==> config.mk <==
export PLATFORM = sky130hd
export DESIGN_NAME = tscr_control
export DESIGN_NICKNAME = d
export VERILOG_FILES = /design/src/tscr_pkg.sv /design/src/tscr_fill_seq.sv /design/src/tscr_control.sv
export SDC_FILE = /design/constraint.sdc
export NUM_CORES = 1
export LEC_CHECK = 0
export BUFFER_PORTS_ARGS = -buffer_cell sky130_fd_sc_hd__buf_2
export CORE_ASPECT_RATIO = 1.5
export CORE_UTILIZATION = 47
export CTS_CLUSTER_SIZE = 28
export DETAILED_ROUTE_END_ITERATION = 7
export PLACE_DENSITY = 0.79
export SYNTH_ARGS = -nofsm -noshare
export SYNTH_HDL_FRONTEND = slang
export SYNTH_SLANG_ARGS = --single-unit
export TNS_END_PERCENT = 50
==> constraint.sdc <==
create_clock -name core_clk -period 1.9 [get_ports core_clk]
set_input_delay 0 -clock core_clk [delete_from_list [all_inputs] [get_ports core_clk]]
set_output_delay 0 -clock core_clk [all_outputs]
set_load 0.02 [all_outputs]
==> src/tscr_pkg.sv <==
// Constants for the switch control register block
`default_nettype none
package tscr_pkg;
  localparam int DATA_W = 16;
  localparam int ADDR_W = 16;
  localparam int STREAMS = 32;
  localparam int HALF = 16;
  localparam int MODE_W = 2;
  localparam int CM_AW = 14;
  // Parallel port decode: A15..A14 space, A13..A10 register select
  localparam logic [1:0] SPACE_REG = 2'h1;
  localparam logic [3:0] SEL_CTRL = 4'h0;
  localparam logic [3:0] SEL_ALIGN = 4'h1;
  localparam int SPACE_HI = 15;
  localparam int SPACE_LO = 14;
  localparam int SEL_HI = 13;
  localparam int SEL_LO = 10;
  // Control word fields
  localparam int BIT_SOFT_RESET = 15;
  localparam int BIT_IND_SEL = 14;
  localparam int BIT_IND_POL = 13;
  localparam int BIT_ALL_IND = 12;
  localparam int BIT_ARM = 9;
  localparam int BIT_FILL_HI = 8;
  localparam int BIT_FILL_LO = 7;
  localparam int BIT_FILL_START = 6;
  localparam int BIT_STANDBY = 5;
  localparam int BIT_EVAL_START = 4;
  localparam logic [DATA_W-1:0] CTRL_RESET = 16'h0000;
  // Frame alignment word fields
  localparam int BIT_EVAL_DONE = 13;
  localparam int OFFSET_W = 13;
  // Timing: fill must finish within two frames
  localparam int FRAME_NS = 125000;
  localparam int CLK_NS = 20;
  localparam int FILL_FRAMES = 2;
  localparam int FILL_LIMIT_CYC = (FILL_FRAMES * FRAME_NS) / CLK_NS;
endpackage
`default_nettype wire

==> src/tscr_fill_seq.sv <==
// Connection memory mode block fill sequencer
`default_nettype none
module tscr_fill_seq #(
  parameter int CM_DEPTH = 16384,
  parameter int LANES = 2
) (
  // Clock and reset
  input wire logic core_clk,
  input wire logic rst_n,
  input wire logic clear,
  // Command
  input wire logic start,
  input wire logic [tscr_pkg::MODE_W-1:0] value,
  // Memory side, LANES consecutive words per strobe
  output logic fill_we,
  output logic [tscr_pkg::CM_AW-1:0] fill_base,
  output logic [tscr_pkg::MODE_W-1:0] fill_value,
  output logic busy,
  output logic done
);
  localparam logic [tscr_pkg::CM_AW-1:0] STEP = tscr_pkg::CM_AW'(LANES);
  localparam logic [tscr_pkg::CM_AW-1:0] LAST = tscr_pkg::CM_AW'(CM_DEPTH - LANES);
  logic busy_reg, busy_next;
  logic done_reg, done_next;
  logic [tscr_pkg::CM_AW-1:0] base_reg, base_next;
  logic [tscr_pkg::MODE_W-1:0] val_reg, val_next;

  always_comb
  begin
    busy_next = busy_reg;
    done_next = 1'b0;
    base_next = base_reg;
    val_next = val_reg;
    if (clear)
    begin
      busy_next = 1'b0;
      base_next = '0;
    end
    else if (busy_reg)
    begin
      base_next = base_reg + STEP;
      if (base_reg == LAST)
      begin
        busy_next = 1'b0;
        done_next = 1'b1;
        base_next = '0;
      end
    end
    else if (start)
    begin
      busy_next = 1'b1;
      val_next = value;
      base_next = '0;
    end
  end

  always_ff @(posedge core_clk or negedge rst_n)
  begin
    if (!rst_n)
    begin
      busy_reg <= 1'b0;
      done_reg <= 1'b0;
      base_reg <= '0;
      val_reg <= '0;
    end
    else
    begin
      busy_reg <= busy_next;
      done_reg <= done_next;
      base_reg <= base_next;
      val_reg <= val_next;
    end
  end

  assign fill_we = busy_reg;
  assign fill_base = base_reg;
  assign fill_value = val_reg;
  assign busy = busy_reg;
  assign done = done_reg;
endmodule // tscr_fill_seq
`default_nettype wire

==> src/tscr_control.sv <==
// Switch control register with output pin steering and block fill
`default_nettype none
module tscr_control #(
  parameter int CM_DEPTH = 16384,
  parameter int FILL_LANES = 2,
  parameter int FILL_LIMIT = tscr_pkg::FILL_LIMIT_CYC
) (
  // Clock and reset
  input wire logic core_clk,
  input wire logic rst_n,
  // Parallel host port
  input wire logic cpu_cs_n,
  input wire logic cpu_rw,
  input wire logic [tscr_pkg::ADDR_W-1:0] cpu_addr,
  input wire logic [tscr_pkg::DATA_W-1:0] cpu_data_in,
  output logic [tscr_pkg::DATA_W-1:0] cpu_data_out,
  output logic cpu_data_oe_n,
  // Device wide reset to the rest of the switch
  output logic soft_reset_pulse,
  // Serial datapath side
  input wire logic ode_pin,
  input wire logic [tscr_pkg::STREAMS-1:0] stream_data,
  input wire logic [tscr_pkg::STREAMS-1:0] stream_chan_hiz,
  output logic [tscr_pkg::STREAMS-1:0] serial_out_streams,
  output logic [tscr_pkg::STREAMS-1:0] serial_out_oe_n,
  // Connection memory block fill
  output logic cm_fill_we,
  output logic [tscr_pkg::CM_AW-1:0] cm_fill_base,
  output logic [tscr_pkg::MODE_W-1:0] cm_fill_value,
  // Frame offset evaluation
  output logic frame_eval_start,
  input wire logic frame_eval_measured,
  input wire logic [tscr_pkg::OFFSET_W-1:0] frame_offset_value
);
  function automatic logic reg_hit(input logic [tscr_pkg::ADDR_W-1:0] a, input logic [3:0] sel);
    reg_hit = (a[tscr_pkg::SPACE_HI:tscr_pkg::SPACE_LO] == tscr_pkg::SPACE_REG)
      && (a[tscr_pkg::SEL_HI:tscr_pkg::SEL_LO] == sel);
  endfunction

  logic wr_ctrl, rd_ctrl, rd_align;
  logic soft_reset_reg, soft_reset_next;
  logic ind_sel_reg, ind_sel_next;
  logic ind_pol_reg, ind_pol_next;
  logic all_ind_reg, all_ind_next;
  logic arm_reg, arm_next;
  logic [tscr_pkg::MODE_W-1:0] fill_val_reg, fill_val_next;
  logic fill_start_reg, fill_start_next;
  logic standby_reg, standby_next;
  logic eval_reg, eval_next;
  logic done_reg, done_next;
  logic [tscr_pkg::DATA_W-1:0] ctrl_word, align_word;
  logic [tscr_pkg::DATA_W-1:0] rdata_reg, rdata_next;
  logic rd_en_reg, rd_en_next;
  logic fill_go, fill_busy, fill_done;
  logic [tscr_pkg::STREAMS-1:0] active;
  logic [tscr_pkg::STREAMS-1:0] pin_reg, pin_next;
  logic [tscr_pkg::STREAMS-1:0] oe_n_reg, oe_n_next;

  assign wr_ctrl = !cpu_cs_n && !cpu_rw && reg_hit(cpu_addr, tscr_pkg::SEL_CTRL);
  assign rd_ctrl = !cpu_cs_n && cpu_rw && reg_hit(cpu_addr, tscr_pkg::SEL_CTRL);
  assign rd_align = !cpu_cs_n && cpu_rw && reg_hit(cpu_addr, tscr_pkg::SEL_ALIGN);
  // Fill launches only on the cycle the start bit is first accepted
  assign fill_go = fill_start_next && !fill_start_reg && !soft_reset_reg;

  // Control word: unused bits are not stored and read back zero
  always_comb
  begin
    ctrl_word = tscr_pkg::CTRL_RESET;
    ctrl_word[tscr_pkg::BIT_SOFT_RESET] = soft_reset_reg;
    ctrl_word[tscr_pkg::BIT_IND_SEL] = ind_sel_reg;
    ctrl_word[tscr_pkg::BIT_IND_POL] = ind_pol_reg;
    ctrl_word[tscr_pkg::BIT_ALL_IND] = all_ind_reg;
    ctrl_word[tscr_pkg::BIT_ARM] = arm_reg;
    ctrl_word[tscr_pkg::BIT_FILL_HI:tscr_pkg::BIT_FILL_LO] = fill_val_reg;
    ctrl_word[tscr_pkg::BIT_FILL_START] = fill_start_reg;
    ctrl_word[tscr_pkg::BIT_STANDBY] = standby_reg;
    ctrl_word[tscr_pkg::BIT_EVAL_START] = eval_reg;
    align_word = '0;
    align_word[tscr_pkg::BIT_EVAL_DONE] = done_reg;
    align_word[tscr_pkg::OFFSET_W-1:0] = frame_offset_value;
  end

  always_comb
  begin
    soft_reset_next = 1'b0;
    ind_sel_next = ind_sel_reg;
    ind_pol_next = ind_pol_reg;
    all_ind_next = all_ind_reg;
    arm_next = arm_reg;
    fill_val_next = fill_val_reg;
    fill_start_next = fill_start_reg;
    standby_next = standby_reg;
    eval_next = eval_reg;
    done_next = done_reg;
    if (fill_done)
      fill_start_next = 1'b0;
    if (frame_eval_measured && eval_reg)
      done_next = 1'b1;
    if (soft_reset_reg)
    begin
      // Whole register returns to its reset state, as the pin would do
      ind_sel_next = 1'b0;
      ind_pol_next = 1'b0;
      all_ind_next = 1'b0;
      arm_next = 1'b0;
      fill_val_next = '0;
      fill_start_next = 1'b0;
      standby_next = 1'b0;
      eval_next = 1'b0;
      done_next = 1'b0;
    end
    else if (wr_ctrl)
    begin
      soft_reset_next = cpu_data_in[tscr_pkg::BIT_SOFT_RESET];
      ind_sel_next = cpu_data_in[tscr_pkg::BIT_IND_SEL];
      ind_pol_next = cpu_data_in[tscr_pkg::BIT_IND_POL];
      all_ind_next = cpu_data_in[tscr_pkg::BIT_ALL_IND];
      arm_next = cpu_data_in[tscr_pkg::BIT_ARM];
      fill_val_next = cpu_data_in[tscr_pkg::BIT_FILL_HI:tscr_pkg::BIT_FILL_LO];
      // A start written without the arm bit in the same word is dropped
      if (cpu_data_in[tscr_pkg::BIT_FILL_START] && cpu_data_in[tscr_pkg::BIT_ARM])
        fill_start_next = 1'b1;
      else if (!fill_busy)
        fill_start_next = 1'b0;
      standby_next = cpu_data_in[tscr_pkg::BIT_STANDBY];
      eval_next = cpu_data_in[tscr_pkg::BIT_EVAL_START];
      // Falling start clears done; a measurement in that cycle is lost by design
      if (eval_reg && !cpu_data_in[tscr_pkg::BIT_EVAL_START])
        done_next = 1'b0;
    end
  end

  always_ff @(posedge core_clk or negedge rst_n)
  begin
    if (!rst_n)
    begin
      soft_reset_reg <= 1'b0;
      ind_sel_reg <= 1'b0;
      ind_pol_reg <= 1'b0;
      all_ind_reg <= 1'b0;
      arm_reg <= 1'b0;
      fill_val_reg <= '0;
      fill_start_reg <= 1'b0;
      standby_reg <= 1'b0;
      eval_reg <= 1'b0;
      done_reg <= 1'b0;
    end
    else
    begin
      soft_reset_reg <= soft_reset_next;
      ind_sel_reg <= ind_sel_next;
      ind_pol_reg <= ind_pol_next;
      all_ind_reg <= all_ind_next;
      arm_reg <= arm_next;
      fill_val_reg <= fill_val_next;
      fill_start_reg <= fill_start_next;
      standby_reg <= standby_next;
      eval_reg <= eval_next;
      done_reg <= done_next;
    end
  end

  // Read data is registered; the bus driver turns on one cycle after the strobe
  always_comb
  begin
    rd_en_next = rd_ctrl || rd_align;
    rdata_next = rdata_reg;
    if (rd_ctrl)
      rdata_next = ctrl_word;
    else if (rd_align)
      rdata_next = align_word;
  end

  always_ff @(posedge core_clk or negedge rst_n)
  begin
    if (!rst_n)
    begin
      rd_en_reg <= 1'b0;
      rdata_reg <= '0;
    end
    else
    begin
      rd_en_reg <= rd_en_next;
      rdata_reg <= rdata_next;
    end
  end

  assign cpu_data_out = rdata_reg;
  assign cpu_data_oe_n = !rd_en_reg;
  assign soft_reset_pulse = soft_reset_reg;
  assign frame_eval_start = eval_reg;

  tscr_fill_seq #(
    .CM_DEPTH(CM_DEPTH),
    .LANES(FILL_LANES)
  ) u_fill (
    .core_clk(core_clk),
    .rst_n(rst_n),
    .clear(soft_reset_reg),
    .start(fill_go),
    .value(fill_val_next),
    .fill_we(cm_fill_we),
    .fill_base(cm_fill_base),
    .fill_value(cm_fill_value),
    .busy(fill_busy),
    .done(fill_done)
  );

  // Pin steering per stream
  genvar gi;
  generate
    for (gi = 0; gi < tscr_pkg::STREAMS; gi++)
    begin : g_pin
      // Mode eleven wins over drive pin and standby
      assign active[gi] = !stream_chan_hiz[gi] && (ode_pin || standby_reg);
      always_comb
      begin
        if (all_ind_reg)
        begin
          pin_next[gi] = ind_pol_reg ? active[gi] : !active[gi];
          oe_n_next[gi] = 1'b0;
        end
        else if (ind_sel_reg && gi >= tscr_pkg::HALF)
        begin
          // Index wraps so upper pins read active bits 15..0 and never form a select above bit 31
          pin_next[gi] = ind_pol_reg ? active[(gi + tscr_pkg::HALF) % tscr_pkg::STREAMS]
            : !active[(gi + tscr_pkg::HALF) % tscr_pkg::STREAMS];
          oe_n_next[gi] = 1'b0;
        end
        else
        begin
          pin_next[gi] = stream_data[gi];
          oe_n_next[gi] = !active[gi];
        end
      end
    end
  endgenerate

  always_ff @(posedge core_clk or negedge rst_n)
  begin
    if (!rst_n)
    begin
      pin_reg <= '0;
      oe_n_reg <= '1;
    end
    else
    begin
      pin_reg <= pin_next;
      oe_n_reg <= oe_n_next;
    end
  end

  assign serial_out_streams = pin_reg;
  assign serial_out_oe_n = oe_n_reg;

  // Helper: cycles spent on a fill
  logic [31:0] fill_cnt;
  always_ff @(posedge core_clk or negedge rst_n)
  begin
    if (!rst_n)
      fill_cnt <= '0;
    else
      fill_cnt <= fill_busy ? fill_cnt + 32'd1 : '0;
  end
endmodule // tscr_control
`default_nettype wire

* After elaboration in Yosys (flattened, before gate mapping) *
Cells that the tools add are included.

operators by class
  add/sub/neg operators = 1
  equality and inequality tests = 3
  mux-type cells = 166
  bitwise operators = 2
  reductions and logical operators = 121

operators with widths
  cell                     count
  $mux W1                  158
  $logic_not A1 Y1         70
  $mux W14                 4
  $logic_and A1 B1 Y1      44
  $mux W16                 2
  $add A14 B2 Y14 const B  1
  $eq A14 B14 Y1 const B   1
  $eq A4 B1 Y1 const B     1
  $logic_not A4 Y1         1
  $mux W2                  2
  $reduce_bool A2 Y1       2
  $reduce_and A3 Y1        1
  $reduce_bool A3 Y1       1
  $eq A2 B1 Y1 const B     1
  $logic_or A1 B1 Y1       2
  $not A1 Y1               2

storage, ports and cells
  bits in registers = 110
  input port bits = 115
  word-level logic and storage cells = 311

* Logic depth before layout (Yosys ltp) *
Gate-level depths: netlist of the first run.

  word-level depth = 10
  mapped depth = 6

* By module *
From an unflattened synthesis of the first run, not the netlist that was laid out.

second synthesis, totals
  cell total of the unflattened synthesis = 432
  area total of the unflattened synthesis = 5066.1 um2

modules (own cells, without submodules)
  module         times used  cells each  area each (um2)  seq. area each (um2)
  tscr_control   1           338         4144.0           2342.2
  tscr_fill_seq  1           94          922.1            425.4

* Worst setup path after synthesis of the first run *
No wires, ideal clock.

  kind = flip-flop to flip-flop
  from = reg u_fill.base_reg, in the netlist u_fill.fill_base[3]
  to = reg u_fill.base_reg, in the netlist u_fill.fill_base[13]
  arrival = 1729 ps
  data required time = 1782 ps
  setup slack = 53 ps
  cell stages (with the launch flop) = 6
  cells stage by stage = dfrtp_1 > nand4_2 > or4_4 > buf_6 > a31o_1 > a21o_1

on the way
  cells in the longest elaborated chain, start to end = 4

RTL lines
  what                                               RTL line                                  text
  from (decl)                                        tscr_fill_seq.sv:25                       logic [tscr_pkg::CM_AW-1:0] base_reg, base_next;
  from (signal assigned)                             tscr_fill_seq.sv:70                       base_reg <= base_next;
  $add A14 B2 Y14 or $eq A14 B14 Y1 (tied branches)  tscr_fill_seq.sv:41, tscr_fill_seq.sv:42
  $mux W14 *                                         tscr_fill_seq.sv:42                       if (base_reg == LAST)
  $mux W14 *                                         tscr_fill_seq.sv:39                       else if (busy_reg)
  $mux W14 *                                         tscr_fill_seq.sv:34                       if (clear)

Mark *: on every way between the ends. The rest lies on a longest branch, timed or not.
A chain may end at the register's enable or synchronous reset.

* Worst setup path in the final report of the first run *
  from = reg u_fill.base_reg, in the netlist u_fill.fill_base[2]
  to = reg u_fill.base_reg, in the netlist u_fill.fill_base[13]

The elaborated chain is that of the path after synthesis.

==> impl_metrics.json, run 1 <==
{
  "cts_tree": "built",
  "dr.pass1.iters": 4,
  "synth_cell_types": 48,
  "r2r_start": "u_fill.fill_base[2]",
  "r2r-end": "u_fill.fill_base[13]",
  "period_needed_ns": 1.79,
  "grt_pass1_vias": 4702,
  "cts_buffers": 9,
  "r2r_slack_ns": 0.11,
  "slew_headroom_pct": 61.2,
  "avgRoutedWirePerCell_um": 16.7,
  "p_sw_mw": 2.04,
  "cts_setup_buffers": 0,
  "syn_avg_cell_area_um2": 10.6,
  "combPwrFrac_pct": 26.3,
  "layout-drive-gt1-share_pct": 39.7,
  "ff2ff_path_depth": 4,
  "max_freq_mhz": 557,
  "pre_cts_slack_ns": 0.0866,
  "dr_total_vias": 4565,
  "p_leak_nw": 3.46,
  "synthTopCellsByArea": "dfrtp_1 39%, dfstp_2 17%, xor2_1 5.6%",
  "crit_slowest_cell": "or4_4",
  "drv_slew": 0,
  "drt-vias-per-instance": 5.28,
  "dp_hpwl_um": 9500,
  "fill_cells": 745,
  "multiInputGateArea_um2": 2020,
  "vdd_drop_max_mv": 0.800,
  "routed_wl_um": 14400,
  "cp_max_fo": 9,
  "cp.required_ns": 2.13,
  "drtIter0Drc": 212,
  "die_h_um": 128,
  "cts-root-buf": "clkbuf_16",
  "arrival_ns": 2.03,
  "crit_chain": "nand4_2 > or4_4 > a31o_1 > a21o_1",
  "start_util_pct": 48.8,
  "endpoint_kind": "flip-flop",
  "syn_inst": 468,
  "worst_pin_slew_ns": 0.582,
  "pwr-share-seq_pct": 45.7,
  "p_int_mw": 4.29,
  "yosysWarnings": 0,
  "skew_ns": 0.00597,
  "fp-row-count": 45,
  "drv_cap": 0,
  "hold_path_end": "ind_pol_reg",
  "portBuffers": 197,
  "clk_pin_slew_ns": 0.07,
  "ys_top_cells_by_count": "77 x dfrtp_1, 38 x nand2_1, 37 x nor2_1",
  "rsz0062_at_grt": "no",
  "yosysMostFrequentCell": "dfrtp_1",
  "async_reset_ff_share_pct": 100,
  "yosysSeqAreaShare_pct": 55.7,
  "io_pins": 215,
  "status": "finished, final reports clean",
  "gp_congestion": 0.899,
  "cp_slowest_stage_delay_ns": 0.65,
  "drc": 0,
  "grt_pass1_wl_um": 22900,
  "clock-sinks": 109,
  "final.setup.worst_slack_ns": 0.105,
  "antenna_found_initial": 0,
  "die_w_um": 86.0,
  "hold_viol": 0,
  "syn_to_final_growth_pct": 41.0,
  "setup-tns-final_ns": 0,
  "ff_latch_area_um2": 2770,
  "insertedDiodeCount": 0,
  "layout.nets": 834,
  "grt_max_degree": 110,
  "setup_viol": 0,
  "critical_path_class": "reg2reg",
  "die_area_um2": 11000,
  "synth_nets": 584,
  "synth-edff-count": 0,
  "min_period_over_period_pct": 94.4,
  "synth_ff_type": "dfrtp_1",
  "cts_max_path_buffers": 2,
  "hold_class": "in2reg",
  "ys_seq_elements": 109,
  "grt.total_usage_pct": 27.0,
  "pwr-share-clk_pct": 28.0,
  "coreArea_um2": 10200,
  "h-tree-depth": 3,
  "swShare_pct": 32.3,
  "critPathLaunchType": "flip-flop",
  "overflow": 0,
  "startpoint": "u_fill.fill_base[2]",
  "hp-start": "cpu_addr[12]",
  "power_density_nw_per_um2": 903,
  "ant_nets": 0,
  "whs_path_depth": 4,
  "syn-cell-area_um2": 4970,
  "clk-insertion-delay-late_ns": 0.34,
  "synth_top_area_share_pct": 38.8,
  "yosysTopAreaCell": "dfrtp_1"
}
-- layout make-up --
class,instances,area share (%)
Inverter,7,0.375
Timing Repair Buffer,274,24.7
Multi-Input combinational cell,317,28.8
Sequential cell,109,39.6
Tap cell,141,2.52
Clock buffer,12,3.52
Clock inverter,4,0.446
-- cell usage in the layout (no fill, tap or decap), drive strengths merged, types with 2 or more instances in the layout --
cell         synthesis  routed
xor2                32      32
nor3b                2       2
o21bai              16      16
buf                 11     217
mux2                16      16
mux2i               13      13
nand4                8       8
dfstp               32      32
nor2                37      37
dlygate4sd3          0      57
nor2b               34      34
and3                 2       2
nor3                 2       2
nand3b               3       3
nand2               38      38
nand3               24      24
a31oi                5       5
clkbuf              24      12
a211oi              16      16
nand2b               2       2
and2                 2       2
clkinv               1       3
dfrtp               77      77
o21ai               18      18
or3                  3       3
a21oi               27      27
or4                  2       2
inv                  6       8
-- cell families after synthesis --
| family | count (synthesis) | synth area share (%) |
|---|---|---|
| other | 1 | 0.0755 |
| multiplexers | 29 | 6.25 |
| XOR/XNOR | 32 | 5.64 |
| AND/OR/NAND/NOR | 164 | 17.1 |
| buffers and inverters | 42 | 3.63 |
| flip-flops | 109 | 55.7 |
| AO/OA/AOI/OAI | 90 | 11.4 |
| adder cells (fa/ha/maj) | 1 | 0.252 |
-- stage by stage --
stage / utilization [%] / cells / total power, mW / hold slack [ns] / instance area [um2]
3_3_place_gp: 60.4 / 791 / 4.41 / 0.111 / 6160
4_1_cts: 68.7 / 864 / 6.32 / 0.0127 / 7010
3_5_place_dp: 60.4 / 791 / 4.47 / 0.120 / 6160
5_1_grt: 68.8 / 864 / 6.60 / 0.0396 / 7010
6_report: 68.8 / 864 / 6.33 / 0.0268 / 7010
2_1_floorplan: - / 468 / 3.84 / -0.296 / 4970
-- timing repair --
item	in CTS	in global routing
gates resized for setup	0	1
hold buffers	57	0
endpoints found under the setup margin	0	1
endpoints found under the hold margin	135	0
-- critical path: cells and delay by family, from the launching register on --
kind               cells  cell delay [ns]
DFF                    1             0.45
and+or+nand+nor        2             0.83
AOI/OAI and AO/OA      2             0.41
-- layer usage --
metal  up-vias  wire (um)  global-route usage [%]
met3        37        748                    4.12
met4         0        523                    13.9
met5         -          0                       0
met1      2222       5240                    29.2
met2       212       7880                    50.1
li1       2094          -                       -
-- how the worst max path moves through the flow --
stage | to | slack [ns] | depth (start not counted)
finish | u_fill.fill_base[13] | 0.11 | 4
global placement | u_fill.fill_base[13] | 0.15 | 4
detailed placement | u_fill.fill_base[13] | 0.09 | 4
global route | u_fill.fill_base[13] | 0.02 | 4
floorplan | u_fill.fill_base[13] | 0.05 | 5
CTS | u_fill.fill_base[13] | 0.08 | 4
-- power by group through the flow --
stage               Combinational [mW]  Sequential, mW  Clock (mW)
global placement                  1.51            2.90           0
floorplan                        0.587            3.25           0
finish                            1.66            2.89        1.77
detailed placement                1.55            2.92           0
CTS                               1.64            2.88        1.80
global route                      1.79            2.93        1.88
Note: power is estimated with default switching activity, not from simulation.
==> run 2: changes to the inputs <==
--- a/config.mk
+++ b/config.mk
@@ -10,7 +10,7 @@
 export CORE_UTILIZATION = 47
 export CTS_CLUSTER_SIZE = 28
 export DETAILED_ROUTE_END_ITERATION = 7
-export PLACE_DENSITY = 0.79
+export PLACE_DENSITY = 0.9
 export SYNTH_ARGS = -nofsm -noshare
 export SYNTH_HDL_FRONTEND = slang
 export SYNTH_SLANG_ARGS = --single-unit
==> impl_metrics.json, run 2 (synthesized netlist as in run 1, its figures left out) <==
{
  "final_common_cell": "buf_2",
  "portBuffers": 197,
  "hold_class": "in2reg",
  "layout-drive-gt1-share_pct": 39.8,
  "crit_slowest_cell": "or4_4",
  "drv_cap": 0,
  "antenna_found_initial": 0,
  "crit_chain": "nand4_2 > or4_4 > a31o_1 > a21o_1",
  "slew_headroom_pct": 52.3,
  "die_h_um": 128,
  "io_pins": 215,
  "syn_to_final_growth_pct": 41.0,
  "period_needed_ns": 1.81,
  "max_freq_mhz": 552,
  "worst_pin_slew_ns": 0.715,
  "overflow": 0,
  "insertedDiodeCount": 0,
  "layout.nets": 830,
  "skew_ns": 0.00576,
  "fp-row-count": 45,
  "critPathLaunchType": "flip-flop",
  "grt_max_degree": 65,
  "drc": 0,
  "arrival_ns": 2.04,
  "placed_area_um2": 6140,
  "start_util_pct": 48.8,
  "dr_total_vias": 4599,
  "ff2ff_path_depth": 4,
  "cts_buffers": 9,
  "cp_top_family": "simple AND/OR/NAND/NOR gates",
  "hp-start": "cpu_addr[12]",
  "hold_path_end": "ind_sel_reg",
  "grt_pass1_vias": 4741,
  "cts_tree": "built",
  "setup-tns-final_ns": 0,
  "r2r_slack_ns": 0.09,
  "drt-vias-per-instance": 5.35,
  "critical_path_class": "reg2reg",
  "vdd_drop_max_mv": 0.794,
  "clk_pin_slew_ns": 0.07,
  "cp_max_fo": 9,
  "hold_viol": 0,
  "cp.required_ns": 2.13,
  "drtIter0Drc": 179,
  "final_area_um2": 7010,
  "cts_max_path_buffers": 2,
  "r2r-end": "u_fill.fill_base[13]",
  "final_cell_mix": "196 x buf_2, 74 x dfrtp_1, 57 x dlygate4sd3_1",
  "ant_nets": 0,
  "fill_cells": 685,
  "endpoint_kind": "flip-flop",
  "power_density_nw_per_um2": 913,
  "cp_slowest_stage_delay_ns": 0.64,
  "gp_congestion": 0.843,
  "clk-insertion-delay-late_ns": 0.34,
  "h-tree-depth": 3,
  "min_period_over_period_pct": 95.3,
  "status": "finished, final reports clean",
  "die_w_um": 86.0,
  "crit_buf_inv": 0,
  "die_area_um2": 11000,
  "setup_viol": 0,
  "dr.pass1.iters": 5,
  "rsz0062_at_grt": "no",
  "coreArea_um2": 10200,
  "grt_pass1_wl_um": 23400,
  "cts-root-buf": "clkbuf_16",
  "fin_util_pct": 68.7,
  "clock-sinks": 109,
  "routed_wl_um": 14900,
  "drv_slew": 0,
  "p_leak_nw": 3.44,
  "whs_path_depth": 4,
  "avgRoutedWirePerCell_um": 17.3,
  "r2r_start": "u_fill.fill_base[2]",
  "dp_hpwl_um": 9510,
  "grt.total_usage_pct": 27.7
}
## run 2: worst min-delay path, cell delays in order
cell,delay (ns)
buf_2,0.11
nor4_4,0.06
nand3_1,0.08
a21oi_1,0.06
## run 2: layout make-up
class / instances / area, um2 / share of cell area (%)
clock buffer: 9 / 225 / 3.21
multi-input combinational: 317 / 2020 / 28.9
inverter: 7 / 26.3 / 0.375
sequential: 109 / 2770 / 39.6
timing repair buffer: 270 / 1720 / 24.5
tap: 141 / 176 / 2.52
clock inverter: 7 / 66.3 / 0.947
## run 2: layer usage
layer | up-vias | wire, um | GRT usage (%)
met3 | 64 | 987 | 5.86
met5 | - | 0 | 0
met1 | 2178 | 5400 | 29.6
met2 | 263 | 7770 | 50.3
li1 | 2094 | - | -
met4 | 0 | 721 | 15.0
## run 2: power by group
group | total (mW) | leakage [nW] | switching, mW | internal, mW
registers | 2.90 | 1.30 | 0.221 | 2.68
logic | 1.69 | 2.00 | 1.02 | 0.672
clock network | 1.81 | 0.138 | 0.883 | 0.925
## run 2: how the worst max path moves through the flow
stage	from	depth (start not counted)	slack, ns	end
floorplan	u_fill.fill_base[3]	5	0.05	u_fill.fill_base[13]
detailed placement	standby_reg	4	-0.06	serial_out_streams[21]
finish	u_fill.fill_base[2]	4	0.09	u_fill.fill_base[13]
global route	u_fill.fill_base[2]	4	0.01	u_fill.fill_base[5]
global placement	standby_reg	4	0.14	serial_out_streams[27]
CTS	u_fill.fill_base[1]	4	0.09	u_fill.fill_base[13]
## run 2: through the flow
step                      hold WS [ns]  instances  setup slack, ns  power (mW)
final                           0.0190        860           0.0891        6.39
after global routing            0.0379        860           0.0104        6.70
after floorplan                 -0.296        468           0.0528        3.84
after detailed placement        -0.145        787          -0.0594        4.47
after CTS                     0.000337        860           0.0881        6.38
after global placement          -0.155        787            0.143        4.40
## run 2: timing repair
action,CTS,global route
setup endpoints to repair,5,1
hold endpoints to repair,138,0
hold buffers,57,0
buffers inserted,0,0
resized for setup,1,1
==> run 3: changes to the inputs <==
--- a/config.mk
+++ b/config.mk
@@ -13,5 +13,6 @@
 export PLACE_DENSITY = 0.9
 export SYNTH_ARGS = -nofsm -noshare
 export SYNTH_HDL_FRONTEND = slang
+export SYNTH_HIERARCHICAL = 1
 export SYNTH_SLANG_ARGS = --single-unit
 export TNS_END_PERCENT = 50
==> impl_metrics.json, run 3 <==
{
  "status": "finished, final reports clean",
  "antenna_found_initial": 0,
  "synth_cell_types": 47,
  "dr_total_vias": 4601,
  "syn_to_final_growth_pct": 38.8,
  "h-tree-depth": 3,
  "dr.pass1.iters": 5,
  "io_pins": 215,
  "yosysWarnings": 6,
  "min_period_over_period_pct": 91.2,
  "pre_cts_slack_ns": 0.0908,
  "layout-drive-gt1-share_pct": 45.7,
  "endpoint_kind": "flip-flop",
  "drt-vias-per-instance": 5.58,
  "syn_avg_cell_area_um2": 11.7,
  "placed_area_um2": 6250,
  "dp_hpwl_um": 10400,
  "design_power_total_mw": 6.40,
  "avgRoutedWirePerCell_um": 18.9,
  "coreArea_um2": 10500,
  "fp-row-count": 46,
  "yosysTopAreaCell": "dfrtp_1",
  "die_area_um2": 11200,
  "rsz0062_at_grt": "no",
  "ff2ff_path_depth": 3,
  "hold_class": "in2reg",
  "max_freq_mhz": 577,
  "start_util_pct": 48.1,
  "die_w_um": 86.8,
  "critical_path_class": "reg2reg",
  "r2r_start": "soft_reset_pulse",
  "yosysMostFrequentCell": "dfrtp_1",
  "synth-edff-count": 0,
  "clk-insertion-delay-late_ns": 0.35,
  "clock-sinks": 109,
  "whs_path_depth": 4,
  "fill_cells": 745,
  "cts_tree": "built",
  "grt.total_usage_pct": 28.6,
  "cts_setup_buffers": 0,
  "routed_wl_um": 15600,
  "cts_buffers": 9,
  "drtIter0Drc": 185,
  "cts-root-buf": "clkbuf_16",
  "overflow": 0,
  "setup_viol": 0,
  "grt_max_degree": 49,
  "hold_path_end": "cpu_data_out[4]",
  "r2r_slack_ns": 0.17,
  "drv_cap": 0,
  "syn-cell-area_um2": 5070,
  "insertedDiodeCount": 0,
  "worst_pin_slew_ns": 0.636,
  "final_common_cell": "buf_2",
  "startpoint": "soft_reset_pulse",
  "period_needed_ns": 1.73,
  "ys_seq_elements": 109,
  "setup-tns-final_ns": 0,
  "die_h_um": 129,
  "hold_viol": 0,
  "r2r-end": "u_fill/fill_value[1]",
  "synthTopCellsByArea": "dfrtp_1 38%, dfstp_2 17%, mux2_2 6.9%",
  "power_density_nw_per_um2": 911,
  "skew_ns": 0.0147,
  "slew_headroom_pct": 57.5,
  "ys_top_cells_by_count": "77 x dfrtp_1, 34 x o21ai_0, 32 x dfstp_2, 32 x o21bai_1, 31 x mux2_2",
  "final.setup.worst_slack_ns": 0.166,
  "cp.required_ns": 2.12,
  "ant_nets": 0,
  "arrival_ns": 1.96,
  "final_cell_mix": "196 x buf_2, 77 x dfrtp_1, 49 x dlygate4sd3_1",
  "syn_inst": 432,
  "holdWs_ns": 0.0247,
  "vdd_drop_max_mv": 0.558,
  "cts_max_path_buffers": 2,
  "grt_pass1_vias": 4793,
  "yosysSeqAreaShare_pct": 54.6,
  "drc": 0,
  "p_leak_nw": 3.39,
  "layout.nets": 792,
  "synth_ff_type": "dfrtp_1",
  "async_reset_ff_share_pct": 100,
  "synth_top_area_share_pct": 38.0,
  "critPathLaunchType": "flip-flop",
  "hp-start": "frame_offset_value[4]",
  "drv_slew": 0,
  "holdBufCountCts": 49,
  "clk_pin_slew_ns": 0.07,
  "final_area_um2": 7030,
  "synth_nets": 548,
  "portBuffers": 197,
  "gp_congestion": 0.883,
  "grt_pass1_wl_um": 24300,
  "cts_resized": 0,
  "cp_max_fo": 10
}
run 3: worst max path at each step:
stage	cells past startpoint	end	slack [ns]
after floorplan	6	u_fill/fill_base[8]	0.03
after global placement	6	u_fill/fill_value[0]	0.22
after detailed placement	6	u_fill/fill_value[0]	0.09
after CTS	3	u_fill/fill_value[1]	0.19
after global routing	4	u_fill/fill_base[8]	0.02
final	3	u_fill/fill_value[1]	0.17
run 3: final cells by class:
cell class	count	area (um2)	area share, %
sequential	109	2770	39.4
multi-input combinational	282	2110	30.0
timing repair buffer	270	1670	23.8
clock buffer	10	229	3.26
tap	144	180	2.56
clock inverter	6	55.1	0.783
inverter	4	15.0	0.214
run 3: worst max-delay path: stages, from the launching register on:
cell and delay (ns):
dfrtp_1 0.50, nor4_2 0.33, nor3b_1 0.40, mux2_2 0.38
run 3: routing by layer:
layer	GRT usage [%]	vias to the layer above	part of all wire, %
met5	0	-	0
met4	14.5	0	4.2
met3	6.31	58	6.9
met2	52.6	266	52
met1	30.5	2245	37
li1	-	2032	-
run 3: cells by family after synthesis:
kind of cell | count (synthesis) | synth area share [%]
xor+xnor | 16 | 2.77
fa+ha+maj | 1 | 0.247
buf+inv | 41 | 3.93
simple gates | 101 | 12.0
compound gates | 111 | 15.1
flops | 109 | 54.6
other cells | 1 | 0.0740
mux | 52 | 11.2
run 3: report_power, final:
part / internal, mW / total (mW) / switching [mW]
Sequential: 2.68 / 2.87 / 0.189
Clock: 0.917 / 1.80 / 0.881
Combinational: 0.692 / 1.73 / 1.04
Total: 4.29 / 6.40 / 2.11
run 3: stage by stage:
step           utilization [%]  instances
2_1_floorplan                -        432
3_3_place_gp              59.4        760
3_5_place_dp              59.4        760
4_1_cts                   66.7        825
5_1_grt                   66.7        825
6_report                  66.7        825
